==> config.mk <==
export PLATFORM = sky130hd
export DESIGN_NAME = tdo_rx_overhead
export DESIGN_NICKNAME = d
export VERILOG_FILES = /design/src/core/tdo_pkg.sv /design/src/core/tdo_code_det.sv /design/src/core/tdo_rx_overhead.sv
export SDC_FILE = /design/constraint.sdc
export NUM_CORES = 1
export LEC_CHECK = 0
export BUFFER_PORTS_ARGS = -buffer_cell sky130_fd_sc_hd__buf_2
export CORE_MARGIN = 5
export CORE_UTILIZATION = 37
export CTS_CLUSTER_SIZE = 25
export DETAILED_ROUTE_END_ITERATION = 10
export MAX_ROUTING_LAYER = met4
export PLACE_DENSITY = 0.6
export SYNTH_ARGS = -nofsm -noshare
export SYNTH_HDL_FRONTEND = slang
export SYNTH_HIERARCHICAL = 1
export SYNTH_SLANG_ARGS = --single-unit
==> constraint.sdc <==
create_clock -name ref_clk -period 4.3 [get_ports ref_clk]
set_input_delay 0 -clock ref_clk [delete_from_list [all_inputs] [get_ports ref_clk]]
set_output_delay 0 -clock ref_clk [all_outputs]
set_load 0.03 [all_outputs]
==> src/core/tdo_pkg.sv <==
// Shared constants and types for the T1 receive overhead block
package tdo_pkg;

  ////////////////////////////////////////////////////////////////////////////
  // Register map of the parallel port
  localparam logic [7:0] ADDR_CODE_CTRL = 8'h15;
  localparam logic [7:0] ADDR_DL_SHIFT = 8'h62;
  localparam logic [7:0] ADDR_CODE_VAL = 8'h63;
  localparam logic [7:0] ADDR_CARRIER_1 = 8'h64;
  localparam logic [7:0] ADDR_CARRIER_2 = 8'h65;
  localparam logic [7:0] ADDR_CARRIER_3 = 8'h66;
  localparam logic [7:0] ADDR_LSTAT7 = 8'h70;
  localparam logic [7:0] ADDR_IMASK7 = 8'h71;
  localparam logic [7:0] RST_BYTE = 8'h00;
  localparam logic [3:0] RST_NIBBLE = 4'h0;

  ////////////////////////////////////////////////////////////////////////////
  // Field positions
  localparam logic [7:0] CTRL_WR_MASK = 8'hB6;
  localparam int CTRL_FILT_LSB = 1;
  localparam int CTRL_DISINT_LSB = 4;
  localparam int CTRL_RESET_BIT = 7;
  localparam int STAT_CODE_DET = 0;
  localparam int STAT_CODE_CLR = 1;
  localparam int STAT_DL_FULL = 2;
  localparam int STAT_CARRIER = 3;

  ////////////////////////////////////////////////////////////////////////////
  // Line-side framing constants and counts
  localparam logic [7:0] CODE_FLAG = 8'hFF;
  localparam logic [11:0] CARRIER_ALIGN = 12'hE38;
  localparam int CARRIER_1_LSB = 12;
  localparam int CARRIER_2_LSB = 20;
  localparam int CARRIER_3_LSB = 28;
  localparam logic [2:0] DL_LAST_BIT = 3'h7;
  localparam logic [6:0] DISINT_STEP = 7'h10;

  ////////////////////////////////////////////////////////////////////////////
  // Types
  typedef enum logic [1:0] {CD_HUNT = 2'b01, CD_HOLD = 2'b10} tdo_cd_state_t;

  typedef struct packed {
    logic dl_stb;
    logic dl_bit;
    logic sf_last;
    logic mf_last;
  } tdo_ovh_t;

  typedef struct packed {
    logic cs;
    logic rd;
    logic wr;
    logic [7:0] addr;
    logic [7:0] wdata;
  } tdo_pbus_t;

  typedef struct packed {
    logic [1:0] disint;
    logic [1:0] filt;
  } tdo_code_cfg_t;

  ////////////////////////////////////////////////////////////////////////////
  // Settings decoders
  function automatic logic [2:0] filt_need(input logic [1:0] sel);
    case (sel)
      2'h0: filt_need = 3'h1;
      2'h1: filt_need = 3'h3;
      2'h2: filt_need = 3'h5;
      default: filt_need = 3'h7;
    endcase
  endfunction

  function automatic logic [6:0] disint_bits(input logic [1:0] sel);
    disint_bits = DISINT_STEP * ({5'h00, sel} + 7'h01);
  endfunction

endpackage

==> src/core/tdo_code_det.sv <==
// Bit-oriented code detector with integrate and clear filters
`timescale 1ns/1ps
`default_nettype none
module tdo_code_det
  import tdo_pkg::*;
(
  // Clock and reset
  input wire logic ref_clk,
  input wire logic arst_n,
  // Message bits
  input wire logic en,
  input wire logic bit_stb,
  input wire logic bit_in,
  // Settings and reset from the control register
  input wire tdo_code_cfg_t cfg_new,
  input wire logic soft_rst,
  // Results
  output logic det_stb,
  output logic clr_stb,
  output logic [5:0] code
);

  typedef struct packed {
    logic [15:0] shift;
    tdo_code_cfg_t cfg;
    tdo_cd_state_t st;
    logic [5:0] cand;
    logic [2:0] cnt;
    logic [6:0] idle;
    logic [5:0] code;
    logic det;
    logic clr;
  } tdo_cd_st_t;

  tdo_cd_st_t q;
  tdo_cd_st_t d;
  logic [15:0] sh;
  logic valid;
  logic [2:0] cnt1;

  always_comb begin
    d = q;
    d.det = 1'b0;
    d.clr = 1'b0;
    sh = {q.shift[14:0], bit_in};
    valid = (sh[15:8] == CODE_FLAG) && !sh[7] && !sh[0];
    cnt1 = (q.cnt != 3'h0 && sh[6:1] == q.cand) ? q.cnt + 3'h1 : 3'h1;
    if (soft_rst) begin
      d.cfg = cfg_new;
      d.st = CD_HUNT;
      d.cnt = 3'h0;
      d.idle = 7'h00;
      d.shift = 16'h0000;
    end else if (en && bit_stb) begin
      d.shift = valid ? 16'h0000 : sh;
      case (q.st)
        CD_HUNT: begin
          if (valid) begin
            d.cand = sh[6:1];
            d.cnt = cnt1;
            if (cnt1 >= filt_need(q.cfg.filt)) begin
              d.st = CD_HOLD;
              d.code = sh[6:1];
              d.det = 1'b1;
              d.cnt = 3'h0;
              d.idle = 7'h00;
            end
          end
        end
        CD_HOLD: begin
          if (valid && sh[6:1] == q.code) begin
            d.idle = 7'h00;
          end else if (q.idle + 7'h01 == disint_bits(q.cfg.disint)) begin
            d.clr = 1'b1;
            d.st = CD_HUNT;
            d.idle = 7'h00;
          end else begin
            d.idle = q.idle + 7'h01;
          end
        end
        default: d.st = CD_HUNT;
      endcase
    end
  end

  always_ff @(posedge ref_clk or negedge arst_n) begin
    if (!arst_n) begin
      q <= '0;
      q.st <= CD_HUNT;
    end else begin
      q <= d;
    end
  end

  assign det_stb = q.det;
  assign clr_stb = q.clr;
  assign code = q.code;

  ////////////////////////////////////////////////////////////////////////////
  // Checks
  property p_cfg_hold;
    @(posedge ref_clk) disable iff (!arst_n)
      !soft_rst |=> $stable(q.cfg);
  endproperty
  a_cfg_hold: assert property (p_cfg_hold)
    else $error("filter settings changed without a reset");

  property p_det_count;
    @(posedge ref_clk) disable iff (!arst_n)
      $rose(q.st == CD_HOLD) |-> q.det &&
        ({1'b0, $past(q.cnt)} + 4'h1 >= {1'b0, filt_need(q.cfg.filt)});
  endproperty
  a_det_count: assert property (p_det_count)
    else $error("code reported before the filter count");

  property p_clr_idle;
    @(posedge ref_clk) disable iff (!arst_n)
      q.clr |-> $past(q.idle) == disint_bits(q.cfg.disint) - 7'h01;
  endproperty
  a_clr_idle: assert property (p_clr_idle)
    else $error("clear reported at the wrong bit count");

  property p_no_integ_hold;
    @(posedge ref_clk) disable iff (!arst_n)
      q.st == CD_HOLD |-> q.cnt == 3'h0 && !$rose(q.clr & q.det);
  endproperty
  a_no_integ_hold: assert property (p_no_integ_hold)
    else $error("integration running while disintegrating");

endmodule
`default_nettype wire

==> src/core/tdo_rx_overhead.sv <==
// T1 receive overhead: code detector, carrier link capture, data link shift
//
// Behaviour
// - Code detection only in T1 extended superframe
// - Flag after 1/3/5/7 identical error-free codes
// - Cleared flag stays clear until new detection
// - Clear flag after 16/32/48/64 bits without code
// - Interrupt low on unmasked detect or clear
// - Zero-to-one control bit 7 resets detector
// - Filter settings take effect after detector reset
// - No concurrent integrating and disintegrating
// - Code register holds last code, bits 0-5
// - Carrier multiframe is 72 frames, 36 bits
// - Carrier flag after alignment and register update
// - No carrier flag without alignment pattern
// - Carrier registers hold concentrator to spoiler fields
// - Link bits shift into 8-bit register
// - Full flag bit 2, masked interrupt
// - No zero-bit destuffing of link bits
// - First link bit in bit 0
// - Superframe mode updates six bits at each superframe end
`timescale 1ns/1ps
`default_nettype none
module tdo_rx_overhead
  import tdo_pkg::*;
(
  // Clock and reset
  input wire logic ref_clk,
  input wire logic arst_n,
  // Port mode from the framer configuration
  input wire logic t1_mode,
  input wire logic esf_mode,
  // Overhead bits from the receive framer
  input wire tdo_ovh_t ovh,
  // Parallel register port pins
  input wire logic cs_n,
  input wire logic rd_n,
  input wire logic wr_n,
  input wire logic [7:0] addr,
  input wire logic [7:0] d_in,
  output logic [7:0] d_out,
  output logic d_oe_n,
  // Interrupt pin
  output logic int_n
);

  ////////////////////////////////////////////////////////////////////////////
  // State

  typedef struct packed {
    tdo_pbus_t s1;
    tdo_pbus_t s2;
    logic wr_prev;
    logic [7:0] ctl;
    logic rst_p;
    logic [3:0] mask;
    logic [3:0] stat;
    logic [7:0] dl_sh;
    logic [2:0] dl_cnt;
    logic [7:0] dl_reg;
    logic [35:0] fs_win;
    logic [7:0] slc1;
    logic [7:0] slc2;
    logic [7:0] slc3;
    logic [7:0] rdata;
    logic oe_n;
    logic int_n;
  } tdo_top_st_t;

  tdo_top_st_t q;
  tdo_top_st_t d;
  tdo_pbus_t pins;
  logic wr_go;
  logic [3:0] stat_set;
  logic [3:0] stat_clr;
  logic [35:0] win_nx;
  logic [7:0] sh_nx;
  logic esf_ev;
  logic d4_ev;
  logic code_det;
  logic code_clr;
  logic [5:0] code_val;
  tdo_code_cfg_t cfg_new;

  // Strobes are stored active high so a cleared synchroniser is idle
  assign pins = '{cs: ~cs_n, rd: ~rd_n, wr: ~wr_n, addr: addr, wdata: d_in};

  assign cfg_new = '{disint: q.ctl[CTRL_DISINT_LSB +: 2],
                     filt: q.ctl[CTRL_FILT_LSB +: 2]};

  ////////////////////////////////////////////////////////////////////////////
  // Code detector

  tdo_code_det u_code_det (
    .ref_clk(ref_clk),
    .arst_n(arst_n),
    .en(t1_mode && esf_mode),
    .bit_stb(ovh.dl_stb),
    .bit_in(ovh.dl_bit),
    .cfg_new(cfg_new),
    .soft_rst(q.rst_p),
    .det_stb(code_det),
    .clr_stb(code_clr),
    .code(code_val)
  );

  ////////////////////////////////////////////////////////////////////////////
  // Next state

  always_comb begin
    d = q;
    d.s1 = pins;
    d.s2 = q.s1;
    d.wr_prev = q.s2.wr;
    d.rst_p = 1'b0;
    stat_set = RST_NIBBLE;
    stat_clr = RST_NIBBLE;
    // Write lands as the strobe falls away, so data has settled by then
    wr_go = q.wr_prev && !q.s2.wr && q.s2.cs;

    if (wr_go) begin
      case (q.s2.addr)
        ADDR_CODE_CTRL: begin
          d.ctl = q.s2.wdata & CTRL_WR_MASK;
          d.rst_p = q.s2.wdata[CTRL_RESET_BIT] & ~q.ctl[CTRL_RESET_BIT];
        end
        ADDR_LSTAT7: stat_clr = q.s2.wdata[3:0];
        ADDR_IMASK7: d.mask = q.s2.wdata[3:0];
        default: ;
      endcase
    end

    stat_set[STAT_CODE_DET] = code_det;
    stat_set[STAT_CODE_CLR] = code_clr;

    esf_ev = t1_mode && esf_mode && ovh.dl_stb;
    d4_ev = t1_mode && !esf_mode && ovh.dl_stb;

    // first bit ends in bit 0
    sh_nx = {ovh.dl_bit, q.dl_sh[7:1]};
    if (esf_ev) begin
      d.dl_sh = sh_nx;
      d.dl_cnt = q.dl_cnt + 3'h1;
      if (q.dl_cnt == DL_LAST_BIT) begin
        d.dl_reg = sh_nx;
        stat_set[STAT_DL_FULL] = 1'b1;
      end
    end

    if (d4_ev) begin
      d.dl_sh = {2'h0, ovh.dl_bit, q.dl_sh[5:1]};
      d.dl_cnt = 3'h0;
      if (ovh.sf_last) begin
        d.dl_reg = {2'h0, ovh.dl_bit, q.dl_sh[5:1]};
        stat_set[STAT_DL_FULL] = 1'b1;
      end
    end

    win_nx = {ovh.dl_bit, q.fs_win[35:1]};
    if (d4_ev) begin
      d.fs_win = win_nx;
      if (ovh.mf_last && win_nx[11:0] == CARRIER_ALIGN) begin
        d.slc1 = win_nx[CARRIER_1_LSB +: 8];
        d.slc2 = win_nx[CARRIER_2_LSB +: 8];
        d.slc3 = win_nx[CARRIER_3_LSB +: 8];
        stat_set[STAT_CARRIER] = 1'b1;
      end
    end

    d.stat = (q.stat & ~stat_clr) | stat_set;
    d.int_n = ~|(d.stat & d.mask);

    d.oe_n = ~(q.s2.cs && q.s2.rd);
    case (q.s2.addr)
      ADDR_CODE_CTRL: d.rdata = q.ctl;
      ADDR_DL_SHIFT: d.rdata = q.dl_reg;
      ADDR_CODE_VAL: d.rdata = {2'h0, code_val};
      ADDR_CARRIER_1: d.rdata = q.slc1;
      ADDR_CARRIER_2: d.rdata = q.slc2;
      ADDR_CARRIER_3: d.rdata = q.slc3;
      ADDR_LSTAT7: d.rdata = {4'h0, q.stat};
      ADDR_IMASK7: d.rdata = {4'h0, q.mask};
      default: d.rdata = RST_BYTE;
    endcase
  end

  ////////////////////////////////////////////////////////////////////////////
  // Registers

  always_ff @(posedge ref_clk or negedge arst_n) begin
    if (!arst_n) begin
      q <= '0;
      q.oe_n <= 1'b1;
      q.int_n <= 1'b1;
    end else begin
      q <= d;
    end
  end

  assign d_out = q.rdata;
  assign d_oe_n = q.oe_n;
  assign int_n = q.int_n;

  ////////////////////////////////////////////////////////////////////////////
  // Checks

  property p_int_low;
    @(posedge ref_clk) disable iff (!arst_n)
      $rose(q.stat[STAT_CODE_DET]) && q.mask[STAT_CODE_DET] |-> !int_n;
  endproperty
  a_int_low: assert property (p_int_low)
    else $error("detect flag unmasked but interrupt high");

  property p_int_clr;
    @(posedge ref_clk) disable iff (!arst_n)
      $rose(q.stat[STAT_CODE_CLR]) && q.mask[STAT_CODE_CLR] |-> !int_n;
  endproperty
  a_int_clr: assert property (p_int_clr)
    else $error("clear flag unmasked but interrupt high");

  property p_dl_full;
    @(posedge ref_clk) disable iff (!arst_n)
      esf_ev && q.dl_cnt == DL_LAST_BIT |=>
        q.stat[STAT_DL_FULL] && q.dl_reg[7] == $past(ovh.dl_bit) &&
        q.dl_reg[0] == $past(q.dl_sh[1]);
  endproperty
  a_dl_full: assert property (p_dl_full)
    else $error("link register full not flagged");

  property p_dl_quiet;
    @(posedge ref_clk) disable iff (!arst_n)
      esf_ev && q.dl_cnt != DL_LAST_BIT |=> $stable(q.dl_reg);
  endproperty
  a_dl_quiet: assert property (p_dl_quiet)
    else $error("link register moved before eight bits");

  property p_d4_fdl;
    @(posedge ref_clk) disable iff (!arst_n)
      d4_ev && ovh.sf_last |=>
        q.dl_reg[7:6] == 2'h0 && q.dl_reg[5] == $past(ovh.dl_bit) &&
        q.stat[STAT_DL_FULL];
  endproperty
  a_d4_fdl: assert property (p_d4_fdl)
    else $error("superframe link update wrong");

  property p_carrier_miss;
    @(posedge ref_clk) disable iff (!arst_n)
      d4_ev && ovh.mf_last && win_nx[11:0] != CARRIER_ALIGN &&
      !q.stat[STAT_CARRIER] |=> !q.stat[STAT_CARRIER] && $stable(q.slc1);
  endproperty
  a_carrier_miss: assert property (p_carrier_miss)
    else $error("carrier flag set without alignment");

  property p_carrier_hit;
    @(posedge ref_clk) disable iff (!arst_n)
      d4_ev && ovh.mf_last && win_nx[11:0] == CARRIER_ALIGN |=>
        q.stat[STAT_CARRIER] && q.slc3[7] == $past(ovh.dl_bit);
  endproperty
  a_carrier_hit: assert property (p_carrier_hit)
    else $error("aligned multiframe not captured");

  property p_stat_sticky;
    @(posedge ref_clk) disable iff (!arst_n)
      q.stat[STAT_DL_FULL] && !stat_clr[STAT_DL_FULL] |=>
        q.stat[STAT_DL_FULL];
  endproperty
  a_stat_sticky: assert property (p_stat_sticky)
    else $error("flag dropped without software clear");

  property p_reset_once;
    @(posedge ref_clk) disable iff (!arst_n)
      wr_go && q.s2.addr == ADDR_CODE_CTRL && q.ctl[CTRL_RESET_BIT] |=>
        !q.rst_p;
  endproperty
  a_reset_once: assert property (p_reset_once)
    else $error("detector reset without a rising control bit");

  property p_no_code_d4;
    @(posedge ref_clk) disable iff (!arst_n)
      !esf_mode ##1 !esf_mode |-> !code_det;
  endproperty
  a_no_code_d4: assert property (p_no_code_d4)
    else $error("code detected outside extended superframe");

  property p_ctl_write;
    @(posedge ref_clk) disable iff (!arst_n)
      wr_go && q.s2.addr == ADDR_CODE_CTRL |=>
        q.ctl == ($past(q.s2.wdata) & CTRL_WR_MASK);
  endproperty
  a_ctl_write: assert property (p_ctl_write)
    else $error("control write not stored");

  property p_reset_rise;
    @(posedge ref_clk) disable iff (!arst_n)
      wr_go && q.s2.addr == ADDR_CODE_CTRL &&
      q.s2.wdata[CTRL_RESET_BIT] && !q.ctl[CTRL_RESET_BIT] |=> q.rst_p;
  endproperty
  a_reset_rise: assert property (p_reset_rise)
    else $error("rising reset bit gave no detector reset");

  property p_int_full;
    @(posedge ref_clk) disable iff (!arst_n)
      q.stat[STAT_DL_FULL] && q.mask[STAT_DL_FULL] |-> !int_n;
  endproperty
  a_int_full: assert property (p_int_full)
    else $error("link full unmasked but interrupt high");

  property p_int_quiet;
    @(posedge ref_clk) disable iff (!arst_n)
      (q.stat & q.mask) == RST_NIBBLE |-> int_n;
  endproperty
  a_int_quiet: assert property (p_int_quiet)
    else $error("interrupt low with no enabled flag");

  property p_carrier_keep;
    @(posedge ref_clk) disable iff (!arst_n)
      !(d4_ev && ovh.mf_last) |=> $stable({q.slc1, q.slc2, q.slc3});
  endproperty
  a_carrier_keep: assert property (p_carrier_keep)
    else $error("carrier registers moved between multiframes");

  property p_stat_clear;
    @(posedge ref_clk) disable iff (!arst_n)
      wr_go && q.s2.addr == ADDR_LSTAT7 |=>
        (q.stat & $past(q.s2.wdata[3:0] & ~stat_set)) == RST_NIBBLE;
  endproperty
  a_stat_clear: assert property (p_stat_clear)
    else $error("written one did not clear its flag");

  property p_set_wins;
    @(posedge ref_clk) disable iff (!arst_n)
      stat_set != RST_NIBBLE |=>
        (q.stat & $past(stat_set)) == $past(stat_set);
  endproperty
  a_set_wins: assert property (p_set_wins)
    else $error("flag event lost against a clear");

  property p_code_read;
    @(posedge ref_clk) disable iff (!arst_n)
      q.s2.addr == ADDR_CODE_VAL |=> d_out[7:6] == 2'h0;
  endproperty
  a_code_read: assert property (p_code_read)
    else $error("unused code register bits not zero");

endmodule
`default_nettype wire

==> run_results.csv <==
group,metric,value,unit
clock_tree,root_buffer,"sky130_fd_sc_hd__clkbuf_16",
timing,max_clock_freq,349,MHz
clock_tree,cts.htree.levels,4,
drt,routed.top_layer,"met4",
job,maxCapViolations,0,
synthesis,sequential_area_share_after_synthesis,59.6,%
synthesis,synthArstFlopShare,100,%
worst_setup_path,endpoint_required_time_on_the_critical_path,4.62,ns
place,buffers_on_ports,35,
timing,clock_skew,0.00996,ns
synthesis,syn_area,0.00769,mm²
synthesis,synth-main-ff-cell,"sky130_fd_sc_hd__dfrtp_1",
power_and_ir_drop,ir_drop,0.000276,V
drt,dr_total_vias,5025,
final_layout,fin_nets,738,
worst_setup_path,crit_path_start_kind,"register",
clock_tree,cts_buffer_depth,2,
timing,tightest_slew,1.00,ns
floorplan,boundaryPins,37,
global_routing,antenna_found_initial,0,
min_path,hold_class,"in -> reg",
worst_setup_path,worst-setup-path-type,"reg -> reg",
drt,detailed_route_wire_length_on_metal_1,7270,µm
place,hpwlAfterDp,10700,µm
clock_tree,cts.clk_slew.worst_paths,0.07,ns
synthesis,synth_largest_area_cell,"sky130_fd_sc_hd__dfrtp_1",
power_and_ir_drop,comb_power_share,5.9,%
drt,detail_route.vias_per_cell,5.10,
floorplan,rows,52,
power_and_ir_drop,cellLeakagePower,4.36,nW
status,outcome,"complete, no violations",
power_and_ir_drop,power.clock.fraction,42.4,%
final_layout,diodes,0,
power_and_ir_drop,power_density,416,mW/mm²
clock_tree,cts_num_sinks,183,
worst_setup_path,worstPathArrival,3.19,ns
power_and_ir_drop,sequentialPowerShare,51.7,%
drt,postRouteWirelength,15500,µm
timing,setup_viol,0,
synthesis,synth-edff-count,0,
synthesis,syn-num-nets,698,
global_routing,number_of_global_route_vias_before_repair,5157,
final_layout,area_delta_synth_final,15.1,%
floorplan,die-width,154,µm
drt,routed_length_per_placed_instance,15.7,µm
synthesis,postSynthRegisterBits,183,
synthesis,synthesized_area_per_cell,11.6,µm²
global_routing,overflow,0,
floorplan,dieHeight,154,µm
power_and_ir_drop,p_sw,0.917,mW
drt,route.met3.wl,405,µm
timing,final_hold_viol_count,0,
final_layout,drive_gt1_share,19.3,%
final_layout,num-fill-cells,1899,
synthesis,synth.most_common_cell,"sky130_fd_sc_hd__dfrtp_1",
drt,met2_wirelength,7450,µm
synthesis,synth_cells,663,
power_and_ir_drop,internal_power,2.76,mW
timing,finalWorstPathRequiredPeriod,2.87,ns
clock_tree,tritoncts_clock_tree,"done",
worst_setup_path,setup.worst_path.end_class,"register",
global_routing,global_route.usage.total,14.2,%
synthesis,post-synth-top-area-fraction,58.6,%
min_path,startpoint_of_the_worst_hold_path,"ovh[3]",
timing,final_period_util,66.7,%
floorplan,placeableCoreArea,0.0204,mm²
worst_setup_path,critPathMaxFanout,7,
drt,drt_pre_antenna_iters,4,
synthesis,synth.top_cells.by_count,"sky130_fd_sc_hd__dfrtp_1 (180), sky130_fd_sc_hd__nand2_1 (158), sky130_fd_sc_hd__mux2_2 (47), sky130_fd_sc_hd__clkbuf_1 (21), sky130_fd_sc_hd__inv_1 (21)",
place,place.gp.congestion,0.802,
floorplan,die_area,0.0238,mm²
power_and_ir_drop,p_total,3.68,mW
timing,fin_setup_tns,0,ns
worst_setup_path,worst_r2r_startpoint,"u_code_det/q[15]",
timing,final.hold.worst_slack,0.0485,ns
timing,max-slew-margin-rel,32.8,%
clock_tree,cts_inserted_buffers,17,
timing,timing_max_transition_violations_final,0,
global_routing,grt_pass1_wl,26500,µm
timing,grt_setup_unrepaired,"no",
clock_tree,clock_insertion_delay_worst_skew,0.43,ns
drt,drcViolationCount,0,
drt,antenna_violating_nets_post_route,0,
power_and_ir_drop,power.switching_fraction,24.9,%
floorplan,floorplan.initialDensity,37.7,%
clock_tree,cts.repair_timing.setup_buffer_count,0,
synthesis,ys.warnings.count,6,
drt,detail_route.iter0.violations,289,
synthesis,synth.lib_cells_used.distinct,64,
synthesis,post_synth_main_area_contributors,"sky130_fd_sc_hd__dfrtp_1 (59%), sky130_fd_sc_hd__nand2_1 (7.7%), sky130_fd_sc_hd__mux2_2 (6.9%), sky130_fd_sc_hd__a22oi_1 (2.0%), sky130_fd_sc_hd__a22o_1 (1.5%)",
worst_setup_path,worstSetupStartpoint,"u_code_det/q[15]",
global_routing,grt_start_max_net_pins,96,
flip-flops by register name (all words and copies together), names as in the netlist:
register / flops
u_code_det/code: 6
u_code_det/det_stb: 1
d_out: 8
int_n: 1
d_oe_n: 1
u_code_det/clr_stb: 1
d: 19
cfg_new: 4
q: 105
u_code_det/q: 37
final timing paths:
kind	end	slack, ns	depth (start not counted)
worst max register to register	u_code_det/q[25]	1.43	12
min in group asynchronous	u_code_det/q[10]	0.22	2
worst min register to register	q[125]	0.34	0
worst max-delay path	u_code_det/q[25]	1.43	12
worst min-delay path	u_code_det/q[37]	0.05	4
max in group asynchronous	q[82]	3.11	3
cell usage in the layout, fill, tap and decap left out, types with 4 or more instances in the layout:
cell type	count
sky130_fd_sc_hd__xnor2_1	11
sky130_fd_sc_hd__dlygate4sd3_1	22
sky130_fd_sc_hd__nand4_1	13
sky130_fd_sc_hd__o21ai_0	14
sky130_fd_sc_hd__clkbuf_16	17
sky130_fd_sc_hd__a22oi_1	20
sky130_fd_sc_hd__and3b_1	5
sky130_fd_sc_hd__a22o_1	13
sky130_fd_sc_hd__inv_6	6
sky130_fd_sc_hd__inv_1	21
sky130_fd_sc_hd__nand3_1	10
sky130_fd_sc_hd__nor4_1	4
sky130_fd_sc_hd__xor2_1	6
sky130_fd_sc_hd__a21oi_1	7
sky130_fd_sc_hd__nand2_1	158
sky130_fd_sc_hd__mux2i_1	7
sky130_fd_sc_hd__dfrtp_1	180
sky130_fd_sc_hd__buf_2	34
sky130_fd_sc_hd__and3_1	7
sky130_fd_sc_hd__and4_1	6
sky130_fd_sc_hd__ha_1	8
sky130_fd_sc_hd__mux2_2	47
sky130_fd_sc_hd__o41ai_1	6
sky130_fd_sc_hd__and2_1	5
sky130_fd_sc_hd__and4b_1	4
sky130_fd_sc_hd__nor2_1	14
critical path, stage by stage (launching register included):
cell and delay [ns]:
sky130_fd_sc_hd__dfrtp_1 0.46, sky130_fd_sc_hd__inv_1 0.10, sky130_fd_sc_hd__ha_1 0.21, sky130_fd_sc_hd__inv_1 0.07, sky130_fd_sc_hd__o2111ai_2 0.16, sky130_fd_sc_hd__nor4_1 0.33, sky130_fd_sc_hd__ha_1 0.30, sky130_fd_sc_hd__a21oi_1 0.34
sky130_fd_sc_hd__nand2_1 0.10, sky130_fd_sc_hd__nand4_1 0.15, sky130_fd_sc_hd__a31oi_4 0.09, sky130_fd_sc_hd__a211o_1 0.32, sky130_fd_sc_hd__a21o_1 0.16
layout make-up:
class	count	area (µm²)	share of cell area (%)
clock buffers	18	439	4.96
clock inverters	14	154	1.74
inverters	21	78.8	0.891
multi-input cells	419	2810	31.8
flip-flops and latches	183	4580	51.8
well taps	270	338	3.82
repair buffers	61	444	5.02
cell families after synthesis:
group                    after synthesis  synth area share, %
adder cells (fa/ha/maj)                8                 1.30
XOR/XNOR                              20                 2.57
multiplexers                          54                 7.80
buffers and inverters                 61                 3.81
AND/OR/NAND/NOR                      253                 16.4
flip-flops                           183                 59.6
AO/OA/AOI/OAI                         84                 8.53
through the flow:
stage,setup slack [ns],utilization [%],area (µm²),std cells
after floorplan,1.74,-,7690,663
after global placement,1.56,39.5,8030,932
after detailed placement,1.42,39.5,8030,932
after CTS,1.43,43.4,8850,986
after global routing,1.29,43.4,8850,986
final,1.43,43.4,8850,986
metal layers:
layer	vias up	global-route usage (%)
li1	2388	-
met1	2546	18.7
met2	67	21.8
met3	24	2.89
met4	0	5.30
met5	-	-
power by group through the flow:
| stage | Combinational [mW] | Sequential, mW | Clock [mW] |
|---|---|---|---|
| after CTS | 0.223 | 1.90 | 1.60 |
| after global placement | 0.199 | 1.93 | 0 |
| after floorplan | 0.140 | 1.90 | 0 |
| after global routing | 0.249 | 1.91 | 1.68 |
| after detailed placement | 0.207 | 1.94 | 0 |
| final | 0.218 | 1.90 | 1.56 |
repair_timing:
item | 4_1_cts | 5_1_grt
resized for setup | 0 | 0
hold endpoints to repair | 117 | 0
hold buffers | 22 | 0
Note: power is estimated with default switching activity, not from simulation.
